[src/logic/brake_cfg.svh]
// brake sequencer constants: offsets, fields, resets, timing
// assumes a 10 MHz clock and a 32-bit apb port
`ifndef BRAKE_CFG_SVH
`define BRAKE_CFG_SVH

// ==========================================================
// widths
`define APB_AW       8
`define SPD_W        18
`define VOLT_W       12
`define TBL_AW       3
`define TBL_DEPTH    8
`define REACT_W      4
`define PRE_W        14

// ==========================================================
// register byte offsets
`define A_CTRL       8'h00
`define A_CURRENT    8'h04
`define A_DURATION   8'h08
`define A_START_SPD  8'h0C
`define A_DEEXC      8'h10
`define A_CALC       8'h14
`define A_TAU        8'h18
`define A_LINK_THR   8'h1C
`define A_COMP_PCT   8'h20
`define A_RATED      8'h24
`define A_STATUS     8'h28
`define A_COMP_STAT  8'h2C
`define A_FIDX       8'h30
`define A_FNUM       8'h34
`define A_FREACT     8'h38

// ==========================================================
// fields
`define C_MODE_LSB   0
`define C_MODE_MSB   3
`define C_ACT_DIRECT 4
`define C_ACT_SEL    5
`define C_INDUCTION  6
`define C_VF         7
`define S_ST_MSB     5
`define S_TRIP       8
`define S_ARMED      9
`define S_MIRROR     11
`define CS_ACTIVE    0

// ==========================================================
// codes and reset values
`define MODE_OFF     4'h0
`define MODE_CMD     4'h4
`define MODE_STOP    4'h5
`define MODE_SPEED   4'hE
`define REACT_DC     4'h6
`define CALC_A       8'h01
`define CALC_B       8'h03
`define COMP_PCT_MAX 8'hFA
`define PCT_FULL     24'h00_0064
`define CTRL_RST     8'hC0
`define CUR_RST      16'h0000
`define DUR_RST      16'h03E8
`define SPD_RST      18'h3_3450
`define DEEXC_RST    16'h0064
`define TAU_RST      16'h0032
`define THR_RST      12'hFFF
`define RATED_RST    16'h0000
`define SCAN_END     4'h8
`define CNT_ONE      16'h0001
`define PRE_ONE      14'h0001
`define SCAN_ONE     4'h1

// ==========================================================
// timing: 1 ms tick derived from the clock period
`define CLK_PERIOD_NS 100
`define TICK_NS       1000000
`define TICK_CYCLES   (`TICK_NS / `CLK_PERIOD_NS)

`endif

[src/logic/brake_pkg.sv]
// types shared by the brake sequencer and its helpers
// assumes brake_cfg.svh is on the include path
`default_nettype none
`include "brake_cfg.svh"

package brake_pkg;

   typedef enum logic [5:0] {
      ST_IDLE   = 6'b00_0001,
      ST_RAMP   = 6'b00_0010,
      ST_DEEXC  = 6'b00_0100,
      ST_INJECT = 6'b00_1000,
      ST_COAST  = 6'b01_0000,
      ST_TRIP   = 6'b10_0000
   } brake_state_t;

   typedef enum logic [1:0] {
      ORG_SPEED = 2'h0,
      ORG_CMD   = 2'h1,
      ORG_STOP  = 2'h2,
      ORG_FAULT = 2'h3
   } origin_t;

   typedef struct packed {
      logic [`PRE_W-1:0] pre;
      logic [15:0]       cnt;
      logic              run;
      logic              done;
   } timer_state_t;

   typedef struct packed {
      logic [`TBL_DEPTH-1:0][15:0]         num;
      logic [`TBL_DEPTH-1:0][`REACT_W-1:0] react;
      logic [15:0]                         rnum;
      logic [`REACT_W-1:0]                 rreact;
   } table_state_t;

   typedef struct packed {
      logic [7:0]         ctrl;
      logic [15:0]        cur;
      logic [15:0]        dur;
      logic [`SPD_W-1:0]  spd;
      logic [15:0]        deexc;
      logic [15:0]        tau;
      logic [`VOLT_W-1:0] thr;
      logic [7:0]         pct;
      logic [15:0]        rated;
      logic [`TBL_AW-1:0] fidx;
      logic [2:0]         di_sync;
      logic [2:0]         oc_sync;
      logic               di_lvl;
      logic               oc_lvl;
      brake_state_t       st;
      origin_t            org;
      logic               armed;
      logic               trip;
      logic               scan;
      logic [3:0]         scan_cnt;
      logic [15:0]        fcode;
      logic               tbl_ok;
      logic               tw_num;
      logic               tw_react;
      logic [15:0]        twd;
      logic               start;
      logic [15:0]        tload;
      logic               coast;
      logic               ramp;
      logic               dc_act;
      logic               comp;
      logic [15:0]        cur_out;
      logic [31:0]        prdata;
      logic               pready;
      logic               pslverr;
   } main_state_t;

endpackage

`default_nettype wire

[src/logic/brake_if.sv]
// carriers between the sequencer and its timer and fault table
// assumes brake_cfg.svh is on the include path
`timescale 1ns/1ps
`default_nettype none
`include "brake_cfg.svh"

interface timer_if;
   logic        start;
   logic [15:0] load;
   logic        done;
   modport ctl (output start, output load, input done);
   modport tmr (input start, input load, output done);
endinterface

interface table_if;
   logic [`TBL_AW-1:0]  addr;
   logic                we_num;
   logic                we_react;
   logic [15:0]         wnum;
   logic [`REACT_W-1:0] wreact;
   logic [15:0]         rnum;
   logic [`REACT_W-1:0] rreact;
   modport ctl (output addr, output we_num, output we_react,
                output wnum, output wreact, input rnum, input rreact);
   modport mem (input addr, input we_num, input we_react,
                input wnum, input wreact, output rnum, output rreact);
endinterface

`default_nettype wire

[src/logic/brake_timer.sv]
// millisecond down counter with its own prescaler
// assumes start is a one-cycle pulse; restarting drops any pending run
`timescale 1ns/1ps
`default_nettype none
`include "brake_cfg.svh"

module brake_timer
   import brake_pkg::*;
#(
   parameter int unsigned TICK_CYCLES = `TICK_CYCLES
) (
   input wire logic ref_clk,
   input wire logic rstn,
   timer_if.tmr     bus
);

   timer_state_t q;
   timer_state_t n;

   always_comb begin
      n = q;
      n.done = 1'b0;
      if (bus.start) begin
         n.pre = '0;
         n.cnt = bus.load;
         n.run = 1'b1;
      end else if (q.run) begin
         if (q.cnt == '0) begin
            n.run  = 1'b0;
            n.done = 1'b1;
         end else if (q.pre == `PRE_W'(TICK_CYCLES - 1)) begin
            n.pre = '0;
            n.cnt = q.cnt - `CNT_ONE;
         end else begin
            n.pre = q.pre + `PRE_ONE;
         end
      end
   end

   always_ff @(posedge ref_clk) begin
      if (!rstn) begin
         q <= '0;
      end else begin
         q <= n;
      end
   end

   assign bus.done = q.done;

endmodule

`default_nettype wire

[src/logic/dc_and_compound_brake_sequencer.sv]
// dc and compound brake sequencer, apb registers
// assumes speed, stop, fault and link inputs come from logic on
// ref_clk; the digital input and overcurrent pins are asynchronous
//
// Local design decisions: the register offsets and register access over APB.
`timescale 1ns/1ps
`default_nettype none
`include "brake_cfg.svh"

module dc_and_compound_brake_sequencer
   import brake_pkg::*;
#(
   parameter int unsigned TICK_CYCLES = `TICK_CYCLES
) (
   input  wire logic                ref_clk,
   input  wire logic                rstn,
   input  wire logic                psel,
   input  wire logic                penable,
   input  wire logic                pwrite,
   input  wire logic [`APB_AW-1:0]  paddr,
   input  wire logic [31:0]         pwdata,
   output logic      [31:0]         prdata,
   output logic                     pready,
   output logic                     pslverr,
   input  wire logic [`SPD_W-1:0]   speed_actual,
   input  wire logic                ramp_stop_cmd,
   input  wire logic                quick_stop_cmd,
   input  wire logic                digital_input_three,
   input  wire logic                fault_strobe,
   input  wire logic [15:0]         fault_code,
   input  wire logic [`VOLT_W-1:0]  link_voltage,
   input  wire logic                flying_restart_active,
   input  wire logic                overcurrent_in,
   output logic                     coast_stop_req,
   output logic                     ramp_down_req,
   output logic      [15:0]         dc_current_req,
   output logic                     dc_brake_active,
   output logic                     compound_active_flag,
   output logic                     brake_fault
);

   // =======================================================
   // helpers
   function automatic logic [15:0] pct_of(input logic [7:0]  p,
                                          input logic [15:0] r);
      logic [23:0] prod;
      prod = 24'(p) * 24'(r);
      return 16'(prod / `PCT_FULL);
   endfunction

   function automatic logic timed_phase(input brake_state_t s);
      return (s == ST_DEEXC) || (s == ST_INJECT);
   endfunction

   // =======================================================
   // state and submodules
   main_state_t q;
   main_state_t n;

   timer_if tmr_bus ();
   table_if tbl_bus ();

   brake_timer #(
      .TICK_CYCLES (TICK_CYCLES)
   ) u_timer (
      .ref_clk (ref_clk),
      .rstn    (rstn),
      .bus     (tmr_bus.tmr)
   );

   fault_table u_table (
      .ref_clk (ref_clk),
      .rstn    (rstn),
      .bus     (tbl_bus.mem)
   );

   assign tmr_bus.start = q.start;
   assign tmr_bus.load  = q.tload;

   // a pending table write owns the address over the scanner
   assign tbl_bus.addr = (q.scan && !(q.tw_num || q.tw_react)) ?
                         q.scan_cnt[`TBL_AW-1:0] : q.fidx;
   assign tbl_bus.we_num   = q.tw_num;
   assign tbl_bus.we_react = q.tw_react;
   assign tbl_bus.wnum     = q.twd;
   assign tbl_bus.wreact   = q.twd[`REACT_W-1:0];

   // =======================================================
   // combinational scratch
   logic              act;
   logic [3:0]        mode;
   logic              below;
   logic              above;
   logic              stop;
   logic              tdone;
   logic              access;
   logic              tbl_acc;
   logic              match;
   logic              comp_ok;
   logic [31:0]       status;

   always_comb begin
      n = q;
      n.start    = 1'b0;
      n.tw_num   = 1'b0;
      n.tw_react = 1'b0;

      // pins: three flops, last two must agree
      n.di_sync = {q.di_sync[1:0], digital_input_three};
      n.oc_sync = {q.oc_sync[1:0], overcurrent_in};
      if (q.di_sync[2] == q.di_sync[1]) begin
         n.di_lvl = q.di_sync[2];
      end
      if (q.oc_sync[2] == q.oc_sync[1]) begin
         n.oc_lvl = q.oc_sync[2];
      end

      act = q.ctrl[`C_ACT_SEL] ? q.di_lvl : q.ctrl[`C_ACT_DIRECT];
      // a non-induction motor keeps the setting but never dc brakes
      mode = q.ctrl[`C_INDUCTION] ?
             q.ctrl[`C_MODE_MSB:`C_MODE_LSB] : `MODE_OFF;
      below  = speed_actual < q.spd;
      above  = speed_actual > q.spd;
      stop   = ramp_stop_cmd | quick_stop_cmd;
      tdone  = tmr_bus.done & ~q.start;
      access = psel & penable;
      tbl_acc = (paddr == `A_FNUM) || (paddr == `A_FREACT);

      status = '0;
      status[`S_ST_MSB:0] = q.st;
      status[`S_TRIP]     = q.trip;
      status[`S_ARMED]    = q.armed;
      status[`S_MIRROR]   = act;

      // ====================================================
      // apb: answer in access cycle two, table registers wait while a fault scan runs,
      // write when pready is seen
      n.pready = 1'b0;
      if (access && !q.pready &&
          !(tbl_acc && (q.scan || !q.tbl_ok))) begin
         n.pready  = 1'b1;
         n.pslverr = 1'b0;
         n.prdata  = '0;
         case (paddr)
            `A_CTRL:      n.prdata = 32'(q.ctrl);
            `A_CURRENT:   n.prdata = 32'(q.cur);
            `A_DURATION:  n.prdata = 32'(q.dur);
            `A_START_SPD: n.prdata = 32'(q.spd);
            `A_DEEXC:     n.prdata = 32'(q.deexc);
            `A_CALC:      n.prdata = '0;
            `A_TAU:       n.prdata = 32'(q.tau);
            `A_LINK_THR:  n.prdata = 32'(q.thr);
            `A_COMP_PCT:  n.prdata = 32'(q.pct);
            `A_RATED:     n.prdata = 32'(q.rated);
            `A_STATUS:    n.prdata = status;
            `A_COMP_STAT: n.prdata[`CS_ACTIVE] = q.comp;
            `A_FIDX:      n.prdata = 32'(q.fidx);
            `A_FNUM:      n.prdata = 32'(tbl_bus.rnum);
            `A_FREACT:    n.prdata = 32'(tbl_bus.rreact);
            default:      n.pslverr = 1'b1;
         endcase
      end
      if (access && q.pready && pwrite && !q.pslverr) begin
         case (paddr)
            `A_CTRL:      n.ctrl  = pwdata[7:0];
            `A_CURRENT:   n.cur   = pwdata[15:0];
            `A_DURATION:  n.dur   = pwdata[15:0];
            `A_START_SPD: n.spd   = pwdata[`SPD_W-1:0];
            `A_DEEXC:     n.deexc = pwdata[15:0];
            `A_CALC: begin
               // de-excitation is twice the rotor time constant
               if (pwdata[7:0] == `CALC_A || pwdata[7:0] == `CALC_B) begin
                  n.deexc = {q.tau[14:0], 1'b0};
               end
            end
            `A_TAU:       n.tau   = pwdata[15:0];
            `A_LINK_THR:  n.thr   = pwdata[`VOLT_W-1:0];
            `A_COMP_PCT: begin
               n.pct = (pwdata[7:0] > `COMP_PCT_MAX || |pwdata[31:8]) ?
                       `COMP_PCT_MAX : pwdata[7:0];
            end
            `A_RATED:     n.rated = pwdata[15:0];
            `A_STATUS: begin
               if (pwdata[`S_TRIP]) begin
                  n.trip = 1'b0;
               end
            end
            `A_FIDX:      n.fidx  = pwdata[`TBL_AW-1:0];
            `A_FNUM: begin
               n.tw_num = 1'b1;
               n.twd    = pwdata[15:0];
            end
            `A_FREACT: begin
               n.tw_react = 1'b1;
               n.twd      = pwdata[15:0];
            end
            default: n.twd = q.twd;
         endcase
      end
      n.tbl_ok = ~q.scan;

      // ====================================================
      // fault lookup, read data one entry behind
      match = 1'b0;
      if (q.scan) begin
         n.scan_cnt = q.scan_cnt + `SCAN_ONE;
         if (q.scan_cnt != '0 && tbl_bus.rnum == q.fcode &&
             tbl_bus.rreact == `REACT_DC) begin
            match = 1'b1;
         end
         if (match || q.scan_cnt == `SCAN_END) begin
            n.scan = 1'b0;
         end
      end else if (fault_strobe && q.st == ST_IDLE &&
                   mode != `MODE_OFF) begin
         n.scan     = 1'b1;
         n.scan_cnt = '0;
         n.fcode    = fault_code;
      end

      if (above) begin
         n.armed = 1'b1;
      end

      // ====================================================
      // braking sequence; triggers only count while idle
      case (q.st)
         ST_IDLE: begin
            if (mode == `MODE_SPEED && q.armed && below) begin
               n.st    = ST_DEEXC;
               n.org   = ORG_SPEED;
               n.armed = 1'b0;
            end else if (mode == `MODE_CMD && act) begin
               n.st  = ST_DEEXC;
               n.org = ORG_CMD;
            end else if (mode == `MODE_STOP && stop) begin
               n.st  = ST_RAMP;
               n.org = ORG_STOP;
            end else if (match) begin
               n.st  = ST_RAMP;
               n.org = ORG_FAULT;
            end
            if (n.st == ST_DEEXC) begin
               n.start = 1'b1;
               n.tload = q.deexc;
            end
         end
         ST_RAMP: begin
            if (below) begin
               n.st    = ST_DEEXC;
               n.start = 1'b1;
               n.tload = q.deexc;
               n.armed = 1'b0;
            end
         end
         ST_DEEXC: begin
            if ((q.org == ORG_CMD || q.org == ORG_SPEED) && !act) begin
               n.st = ST_IDLE;
            end else if (tdone) begin
               n.st    = ST_INJECT;
               n.start = 1'b1;
               n.tload = q.dur;
            end
         end
         ST_INJECT: begin
            if ((q.org == ORG_CMD || q.org == ORG_SPEED) && !act) begin
               n.st = ST_IDLE;
            end else if (tdone) begin
               // speed and fault sequences hand back at once
               n.st = (q.org == ORG_SPEED || q.org == ORG_FAULT) ?
                      ST_IDLE : ST_COAST;
            end
         end
         ST_COAST: begin
            // torque-free until its request drops
            if ((q.org == ORG_STOP && !stop) ||
                (q.org != ORG_STOP && !act)) begin
               n.st = ST_IDLE;
            end
         end
         ST_TRIP: begin
            if (!q.trip) begin
               n.st = ST_IDLE;
            end
         end
         default: n.st = ST_IDLE;
      endcase

      if (n.st != ST_IDLE) begin
         n.scan = 1'b0;
      end

      // set beats a same-cycle software clear
      if (q.oc_lvl && timed_phase(q.st)) begin
         n.st   = ST_TRIP;
         n.trip = 1'b1;
      end

      // ====================================================
      // outputs
      n.coast  = (n.st == ST_DEEXC) || (n.st == ST_COAST) ||
                 (n.st == ST_TRIP);
      n.ramp   = n.st == ST_RAMP;
      n.dc_act = timed_phase(n.st);
      comp_ok  = q.ctrl[`C_VF] &&
                 !flying_restart_active && !n.dc_act && !n.coast;
      n.comp   = comp_ok && (q.pct != '0) &&
                 (link_voltage > q.thr);
      if (n.st == ST_INJECT) begin
         n.cur_out = q.cur;
      end else if (n.comp) begin
         n.cur_out = pct_of(q.pct, q.rated);
      end else begin
         n.cur_out = '0;
      end
   end

   // =======================================================
   // registers
   always_ff @(posedge ref_clk) begin
      if (!rstn) begin
         q       <= '0;
         q.ctrl  <= `CTRL_RST;
         q.cur   <= `CUR_RST;
         q.dur   <= `DUR_RST;
         q.spd   <= `SPD_RST;
         q.deexc <= `DEEXC_RST;
         q.tau   <= `TAU_RST;
         q.thr   <= `THR_RST;
         q.rated <= `RATED_RST;
         q.st    <= ST_IDLE;
         q.org   <= ORG_SPEED;
      end else begin
         q <= n;
      end
   end

   assign prdata               = q.prdata;
   assign pready               = q.pready;
   assign pslverr              = q.pslverr;
   assign coast_stop_req       = q.coast;
   assign ramp_down_req        = q.ramp;
   assign dc_current_req       = q.cur_out;
   assign dc_brake_active      = q.dc_act;
   assign compound_active_flag = q.comp;
   assign brake_fault          = q.trip;

endmodule

`default_nettype wire

[src/logic/fault_table.sv]
// fault number and reaction tables, one registered read port
// assumes one writer at a time; read data lag the address by a cycle
`timescale 1ns/1ps
`default_nettype none
`include "brake_cfg.svh"

module fault_table
   import brake_pkg::*;
(
   input wire logic ref_clk,
   input wire logic rstn,
   table_if.mem     bus
);

   table_state_t q;
   table_state_t n;

   always_comb begin
      n = q;
      if (bus.we_num) begin
         n.num[bus.addr] = bus.wnum;
      end
      if (bus.we_react) begin
         n.react[bus.addr] = bus.wreact;
      end
      n.rnum   = q.num[bus.addr];
      n.rreact = q.react[bus.addr];
   end

   // both tables come up cleared
   always_ff @(posedge ref_clk) begin
      if (!rstn) begin
         q <= '0;
      end else begin
         q <= n;
      end
   end

   assign bus.rnum   = q.rnum;
   assign bus.rreact = q.rreact;

endmodule

`default_nettype wire
[config.mk]
export PLATFORM = sky130hd
export DESIGN_NAME = dc_and_compound_brake_sequencer
export DESIGN_NICKNAME = d
export VERILOG_FILES = /design/src/logic/brake_pkg.sv /design/src/logic/brake_if.sv /design/src/logic/brake_timer.sv /design/src/logic/dc_and_compound_brake_sequencer.sv /design/src/logic/fault_table.sv
export VERILOG_INCLUDE_DIRS = /design/src /design/src/logic
export SDC_FILE = /design/constraint.sdc
export NUM_CORES = 1
export LEC_CHECK = 0
export ABC_AREA = 1
export BUFFER_PORTS_ARGS = -buffer_cell sky130_fd_sc_hd__buf_2
export CORE_MARGIN = 2
export CORE_UTILIZATION = 45
export CTS_CLUSTER_SIZE = 12
export DETAILED_ROUTE_END_ITERATION = 7
export PLACE_DENSITY = 0.65
export SYNTH_ARGS = -nofsm -noshare
export SYNTH_HDL_FRONTEND = slang
export SYNTH_SLANG_ARGS = --single-unit
[constraint.sdc]
create_clock -name ref_clk -period 13 [get_ports ref_clk]
set_input_delay 0.65 -clock ref_clk [delete_from_list [all_inputs] [get_ports ref_clk]]
set_output_delay 0.65 -clock ref_clk [all_outputs]
set_load 0.01 [all_outputs]
# Yosys cells after proc, flatten, opt, wreduce, memory -nomap -nowiden
# Cells that the tools add are included.
[word_totals]
out_inout_bits = 55
register_bits = 456
[classes]
div = 1
n_mux = 64
n_bitwise = 8
reduce_logical = 86
n_eq_ne = 49
magnitude_cmp = 6
add_sub_neg = 3
multipliers = 1
[ops]
columns = ["operator", "n"]
rows = [
  ["one-hot mux 17 bit (13 select lines)", 1],
  ["bitwise mux 128 bit", 1],
  ["two-way mux 16 bit", 7],
  ["two-way mux 17 bit", 5],
  ["equality test 8 x 6 -> 1 bit, second input constant", 7],
  ["one-hot mux 17 bit (3 select lines)", 1],
  ["binary-select mux 16 bit (select 3 bit)", 1],
  ["demux 16 bit (select 3 bit)", 1],
  ["two-way mux 6 bit", 8],
  ["two-way mux 8 bit", 6],
  ["one-hot mux 6 bit (6 select lines)", 1],
  ["bitwise mux 32 bit", 1],
  ["equality test 8 x 5 -> 1 bit, second input constant", 4],
  ["one-hot mux 16 bit (2 select lines)", 1],
  ["AND reduction 2 bit", 14],
  ["logical AND 1 bit", 25],
  ["divider 24 x 7 -> 24 bit, second input constant", 1],
  ["multiplier 8 x 16 -> 24 bit", 1],
  ["OR reduction 24 bit", 1],
  ["two-way mux 21 bit", 1],
  ["equality test 6 x 3 -> 1 bit, second input constant", 3],
  ["greater-than comparator 18 bit", 1],
  ["< comparator 18 bit", 1],
  ["two-way mux 18 bit", 1],
  ["other kinds (54)", 124],
]

# Longest topological paths before layout
# Gate-level depths: netlist of run 1.
[depth]
ltp_word = 22
depth_mapped = 112

# Hierarchy
# From an unflattened synthesis of run 1, not the netlist that was laid out.
[hier_totals]
cells_unflattened = 4348
area_unflattened_um2 = 28984.0
[by_module_without_submodules]
columns = ["mod", "area_per_inst_um2", "n_inst", "seq_area_each_um2", "cells_each"]
rows = [
  ["dc_and_compound_brake_sequencer", 18729.2, 1, 4884.7, 2731],
  ["fault_table", 8070.2, 1, 3603.5, 1237],
  ["brake_timer", 2184.6, 1, 640.6, 380],
]

# Least setup slack after synthesis of run 1
# No wires, ideal clock.
[synth_path]
kind = "reg2reg"
start = "reg q[155] in the netlist's numbering"
end = "reg q (netlist bit dc_current_req[0])"
n_path_buf = 2
arrival_time_ps = 11170
slack_ps = 1717
stages_incl_launch_ff = 100
synth_period_minus_slack_ps = 11283
cell_sequence = "dfxtp_1 clkbuf_1 buf_1 nand2_1 fa_1 fa_1 inv_1 fa_1 inv_1 fa_1 inv_1 ha_1 nand2_1 inv_1 nand2_1 nand2_1 nand2_1 nand3_2 (+64 left out) nand3_4 nand2_2 nand2_2 nor2_4 nand2_2 nand2_4 nand2_2 nand4_2 nand2_2 nand2_4 nand2_2 nand4_2 nand2_1 nand2_1 nor2_1 nor2_1 nand3_1 nand2_1"
[synth_between]
elab_chain_len = 5
elab_cells_between_ends = 7
cone_classes = "mul: 1; div: 1; mux: 2; reduce/logical: 3"
[synth_lines]
columns = ["item", "line_no", "rtl"]
rows = [
  ["start, declared", "dc_and_compound_brake_sequencer.sv:57", "main_state_t q;"],
  ["start signal, assigned", "dc_and_compound_brake_sequencer.sv:334", "q <= n;"],
  ["branches (longest 3 deep; another with multiplier 8 x 16 -> 24 bit)", "n/a", ""],
  ["two-way mux 16 bit *", "dc_and_compound_brake_sequencer.sv:311", "end else if (n.comp) begin"],
  ["two-way mux 16 bit *", "dc_and_compound_brake_sequencer.sv:309", "if (n.st == ST_INJECT) begin"],
]
# Mark *: on every way between the ends.
# A chain may end at the register's enable or synchronous reset.

# Worst setup path after layout of run 1
[layout_path]
start = "reg q[152] in the netlist's numbering"
end = "reg q (netlist bit dc_current_req[0])"
# The elaborated chain is that of the path after synthesis.

==> impl_metrics.csv, run 1 <==
group,metric,value,unit
route,routedWlPerCell,18.6,µm
logic_synthesis,yosysWarnings,0,
place,place.gp.congestion,1.01,
power_and_ir_drop,p_leak,0.0150,µW
clocking,cts_sinks,456,
clocking,cts_buffers,47,
grt,grt_pass1_wl,135000,µm
die,die_y,252,µm
place,hpwl,64200,µm
cells_and_area,final_nets,4198,
critical_path,critPathLaunch,"q[152]$_SDFFE_PN0P_",
place,pre_cts_ws,0.583,ns
logic_synthesis,ys_seq_area_frac,0.330,
cells_and_area,drive_gt1_frac,0.137,
die,die_area,0.0635,mm²
grt,grt_pass1_vias,23861,
min_path,hp-start,"digital_input_three",
route,first_iter_violations,2920,
sta,setup_tns,0,ns
sta,fmax,82.2,MHz
route,vias_per_cell,5.50,
grt,use_met2,0.412,
die,rows,90,
critical_path,critPathRequiredTime,13.48,ns
sta,period_share,0.936,
logic_synthesis,synth_area,0.0277,mm²
route,wl,88200,µm
power_and_ir_drop,total_power,2820,µW
power_and_ir_drop,power_density,91.8,mW/mm²
grt,grt_antenna_before_repair,4,
sta,worstMarginPinSlew,1.16,ns
clocking,cts_tree,"built",
clocking,cts-root-buf,"clkbuf_16",
logic_synthesis,syn_inst,3901,
job,drv_cap,0,
min_path,hp-class,"in2reg",
route,drt-pass1-iter-count,7,
sta,layout_min_cycle_time,12.17,ns
grt,grt.overflow.total,0,
run_status,status,"finished, violations left",
logic_synthesis,synth-edff-count,0,
grt,grt_max_degree,107,
critical_path,reg2reg_from,"q[152]$_SDFFE_PN0P_",
critical_path,path_class,"reg2reg",
sta,setup_violations,0,
critical_path,cp_slowest_cell,"fa_1",
sta,finalMaxSlewViolations,0,
logic_synthesis,async_flop_share,0,
critical_path,slowest_delay,0.54,ns
place,port_buffers,137,
cells_and_area,syn_to_final_growth,11.0,%
critical_path,cp_top_family,"simple AND/OR/NAND/NOR gates",
die,core-area,0.0606,mm²
sta,hold_ws,0.230,ns
sta,fin_ws,0.831,ns
clocking,htreeDepth,2,
route,drcViolationCount,1,
sta,hold_viol_final,0,
grt,grtUsageTotal,0.270,
logic_synthesis,ys_types,70,
logic_synthesis,synth_ff_type,"dfxtp_1",
grt,use_met1,0.374,
critical_path,worstPathBufferInverterCount,11,
sta,finalClockSkew,0.0287,ns
sta,relSlewSlack,0.226,
grt,use_met3,0.0552,
critical_path,endpoint_kind,"register",
critical_path,startpoint_type,"register",
critical_path,cpMostUsedCell,"nand2_4",
grt,grt_busiest_layer,"met2",
clocking,clock_path_buffers,3,
clocking,clk_latency,0.60,ns
route,ant_nets,0,
logic_synthesis,synth_seq_cells,456,
route,via_count,26102,
die,io_pins,152,
critical_path,crit_arrival,12.64,ns
critical_path,critPathMaxFanout,9,
run_status,violations,"design-rule violations",
power_and_ir_drop,ir_worst_vdd,0.107,mV
clocking,clk_pin_slew_worst_paths,0.06,ns
cells_and_area,fillers,6013,
clocking,cts_hold_buf,0,
die,start_util,0.457,
die,fp.dieW,252,µm
logic_synthesis,avgSynthCellArea,7.10,µm²
state kept, by name, summed over array words and instances (netlist names), 4 cells and up:
signal / flops
prdata: 18
tmr_bus.load: 16
q: 164
n: 4
u_table.bus.rreact: 4
tbl_bus.wnum: 16
u_table.bus.rnum: 16
dc_current_req: 16
u_timer.q: 31
u_table.q: 160
worst register-to-register path, delay by kind of cell (launching register included):
family	cells	cell delay (ns)
AOI/OAI and AO/OA	2	0.44
buffers and inverters	11	0.92
DFF	1	0.38
and+or+nand+nor	82	8.11
adders and majority gates	5	2.21
synth_stat cells (all sizes together) (28+ instances only):
library cell  instances  area share
a21oi               221       0.041
a221oi               41       0.013
a22oi                47       0.013
a31oi                36      0.0081
buf                  73       0.017
clkbuf              149       0.020
dfxtp               456        0.33
fa                   84       0.061
ha                   81       0.037
inv                 574       0.078
nand2               779        0.12
nand3               137       0.030
nand4                54       0.015
nor2                512       0.074
nor3                 32      0.0058
o211ai               31      0.0084
o21ai               390       0.071
xor2                 28      0.0089
report_power, final:
| group | internal, µW | switching, µW |
|---|---|---|
| clock network | 747 | 576 |
| logic | 26.5 | 72.9 |
| registers | 1400 | 2.14 |
final timing paths:
check | end | depth (start not counted) | slack, ns
hold reg to reg | n[125]$_SDFF_PN0_ | 2 | 0.41
setup reg to reg | dc_current_req[0]$_SDFF_PN0_ | 100 | 0.83
setup / recovery | dc_current_req[0]$_SDFF_PN0_ | 100 | 0.83
hold / removal | n[127]$_SDFF_PN0_ | 3 | 0.23
routing by layer:
layer | vias up | share of wire
li1 | 12708 | -
met1 | 12088 | 0.43
met2 | 1111 | 0.43
met3 | 189 | 0.096
met4 | 6 | 0.041
met5 | - | 0.00052
final cells by class:
cell class,count,area [µm²],area share
inverter,588,2210,0.0719
timing repair buffer,195,1140,0.0372
sequential,456,9190,0.299
tap,782,978,0.0318
antenna,1,2.50,0.0000814
clock inverter,6,96.3,0.00313
multi-input combinational,2648,15800,0.512
clock buffer,70,1370,0.0447
logic make-up (layout without fill, tap and decap cells):
family | Yosys count | in the layout | synth area share
simple gates | 1566 | 1566 | 0.261
compound gates | 867 | 867 | 0.183
buf+inv | 810 | 859 | 0.117
flops | 456 | 456 | 0.330
fa+ha+maj | 165 | 165 | 0.0974
xor+xnor | 36 | 36 | 0.0117
other cells | 1 | 15 | 0.000135
timing repair:
action / CTS / global route
gates resized for setup: 0 / 119
endpoints found under the setup margin: 0 / 3
buffers inserted: 0 / 33
layout by cell type (no fill, tap or decap), types with 15 or more instances in the layout:
cell / count
xor2_1: 27
nand3_1: 108
inv_1: 560
clkbuf_16: 48
ha_1: 71
o22ai_1: 27
nor2_1: 480
fa_1: 82
nand4_1: 48
nand2_4: 56
a21oi_1: 212
dfxtp_1: 434
a31oi_1: 36
nand3_2: 18
nor4_1: 23
a22oi_1: 47
nor2_2: 16
a221oi_1: 41
buf_2: 136
o211ai_1: 31
nor3_1: 31
o21ai_0: 371
buf_4: 56
nand2_2: 71
nor2_4: 15
nand2_1: 651
through the flow:
step	cells	instance area (µm²)	util
6_report	4746	30700	0.507
5_1_grt	4745	30700	0.507
4_1_cts	4712	30000	0.496
3_5_place_dp	4636	28600	0.472
3_3_place_gp	4636	28600	0.472
2_1_floorplan	3914	27700	-
No activity file was read; power rests on OpenSTA's default activity.
==> run 2, diff against run 1 <==
Settings changed: CTS_BUF_LIST set to sky130_fd_sc_hd__clkbuf_2.
==> impl_metrics.csv, run 2 (same netlist as run 1, synthesis figures left out) <==
group,metric,value,unit
cells_and_area,drive_gt1_frac,0.153,
run_status,status,"completed",
grt,grt.overflow.total,0,
grt,grt_pass1_vias,24651,
die,die_area,0.0635,mm²
critical_path,crit_arrival,13.11,ns
sta,relSlewSlack,0.212,
sta,finalMaxSlewViolations,0,
grt,grt_pass1_wl,137000,µm
clocking,cts_buffers,111,
die,io_pins,152,
route,via_count,26852,
die,die_y,252,µm
cells_and_area,regMostFlops,"q",
critical_path,critPathMaxFanout,13,
route,ant_nets,0,
grt,grt_max_degree,107,
clocking,clock_path_buffers,3,
critical_path,critPathRequiredTime,13.99,ns
die,core-area,0.0606,mm²
place,hpwl,64200,µm
cells_and_area,mostFrequentLayoutCells,"nand2_1, inv_1, nor2_1",
sta,layout_min_cycle_time,12.12,ns
sta,period_share,0.932,
place,place.gp.congestion,1.01,
clocking,cts_tree,"built",
die,start_util,0.457,
sta,finalClockSkew,0.179,ns
min_path,hp-class,"in2reg",
critical_path,startpoint_type,"register",
sta,hold_ws,0.117,ns
cells_and_area,finalNonFillerCells,4911,
min_path,hold_depth,6,
job,drv_cap,0,
clocking,clk_pin_slew_worst_paths,0.10,ns
critical_path,cpMostUsedCell,"nand2_4",
place,place_area,0.0286,mm²
place,dp_cells,4636,
sta,setup_violations,0,
route,drcViolationCount,0,
grt,grtUsageTotal,0.274,
die,rows,90,
cells_and_area,syn_to_final_growth,10.5,%
critical_path,endpoint_kind,"register",
critical_path,rr_worst_depth,98,
power_and_ir_drop,ir_worst_vdd,0.0679,mV
critical_path,slowest_delay,0.54,ns
sta,worstMarginPinSlew,1.18,ns
place,port_buffers,137,
cells_and_area,biggestRegsByFlops,"q (164), u_table.q (160), u_timer.q (31)",
route,drt-pass1-iter-count,6,
route,first_iter_violations,2686,
critical_path,path_class,"reg2reg",
power_and_ir_drop,power_density,80.3,mW/mm²
clocking,cts-root-buf,"clkbuf_2",
power_and_ir_drop,p_leak,0.0152,µW
route,routedWlPerCell,18.2,µm
critical_path,cp_slowest_cell,"fa_1",
grt,grt_antenna_before_repair,2,
route,wl,89400,µm
cells_and_area,final_area,0.0306,mm²
sta,fmax,82.5,MHz
cells_and_area,final_common_cell,"nand2_1",
sta,hold_viol_final,0,
clocking,cts_sinks,456,
die,fp.dieW,252,µm
cells_and_area,final_nets,4308,
route,vias_per_cell,5.47,
clocking,htreeDepth,3,
cells_and_area,utilization,0.505,
clocking,clk_latency,1.21,ns
cells_and_area,largest_reg_flops,164,
==> run 2: cell count changes in the layout (fill, tap and decap cells not counted), sizes merged <==
cell         previous run  this run
buf                   193       188
bufinv                  1         0
clkbuf                 72       163
clkinv                 16        43
clkinvlp                2         1
diode                   1         3
dlygate4sd3             0        50
inv                   575       577
==> run 2: critical path: cells and delay by family, from the launching register on <==
kind                     cells  cell delay, ns
AO/OA/AOI/OAI                2            0.43
flip-flops                   1            0.42
adder cells (fa/ha/maj)      5            2.37
buffers and inverters        8            0.53
AND/OR/NAND/NOR             83            8.27
==> run 2: area by class of cell <==
cell class,count,area [µm²]
repair buffers,241,1600
flip-flops and latches,456,9190
well taps,782,978
diodes,3,7.51
fillers,6119,30000
clock buffers,160,801
multi-input cells,2648,15600
inverters,588,2210
clock inverters,33,164
==> run 2: final timing paths <==
kind	slack [ns]	start	endpoint
min	0.12	penable	prdata[10]$_SDFFE_PN0P_
min reg2reg	0.42	n[124]$_SDFF_PN0_	n[125]$_SDFF_PN0_
max reg2reg	0.88	q[152]$_SDFFE_PN0P_	dc_current_req[0]$_SDFF_PN0_
max	0.88	q[152]$_SDFFE_PN0P_	dc_current_req[0]$_SDFF_PN0_
==> run 2: where the power goes <==
part	leakage, µW	internal (µW)	switching, µW
combinational	0.0107	35.6	75.3
sequential	0.00369	1400	2.22
clock	0.000747	336	612
total	0.0152	1770	689
==> run 2: what timing repair did <==
action                                 CTS  global route
buffers inserted                         0            29
hold buffers                            50             0
endpoints found under the hold margin  127             0
setup endpoints to repair                0             3
resized for setup                        0            89
==> run 2: metal layers <==
layer	GRT usage	vias to the layer above	part of all wire
met3	0.0585	199	0.10
met2	0.417	1225	0.43
met5	0	-	0
met1	0.378	12435	0.43
li1	-	12993	-
met4	0.113	0	0.039
==> run 2: per-stage QoR <==
step	setup slack [ns]	setup TNS (ns)	power (µW)
global route	-0.0792	-0.0792	2540
detailed placement	0.583	0	1530
floorplan	1.72	0	1490
finish	0.879	0	2460
global placement	0.808	0	1530
CTS	0.566	0	2460
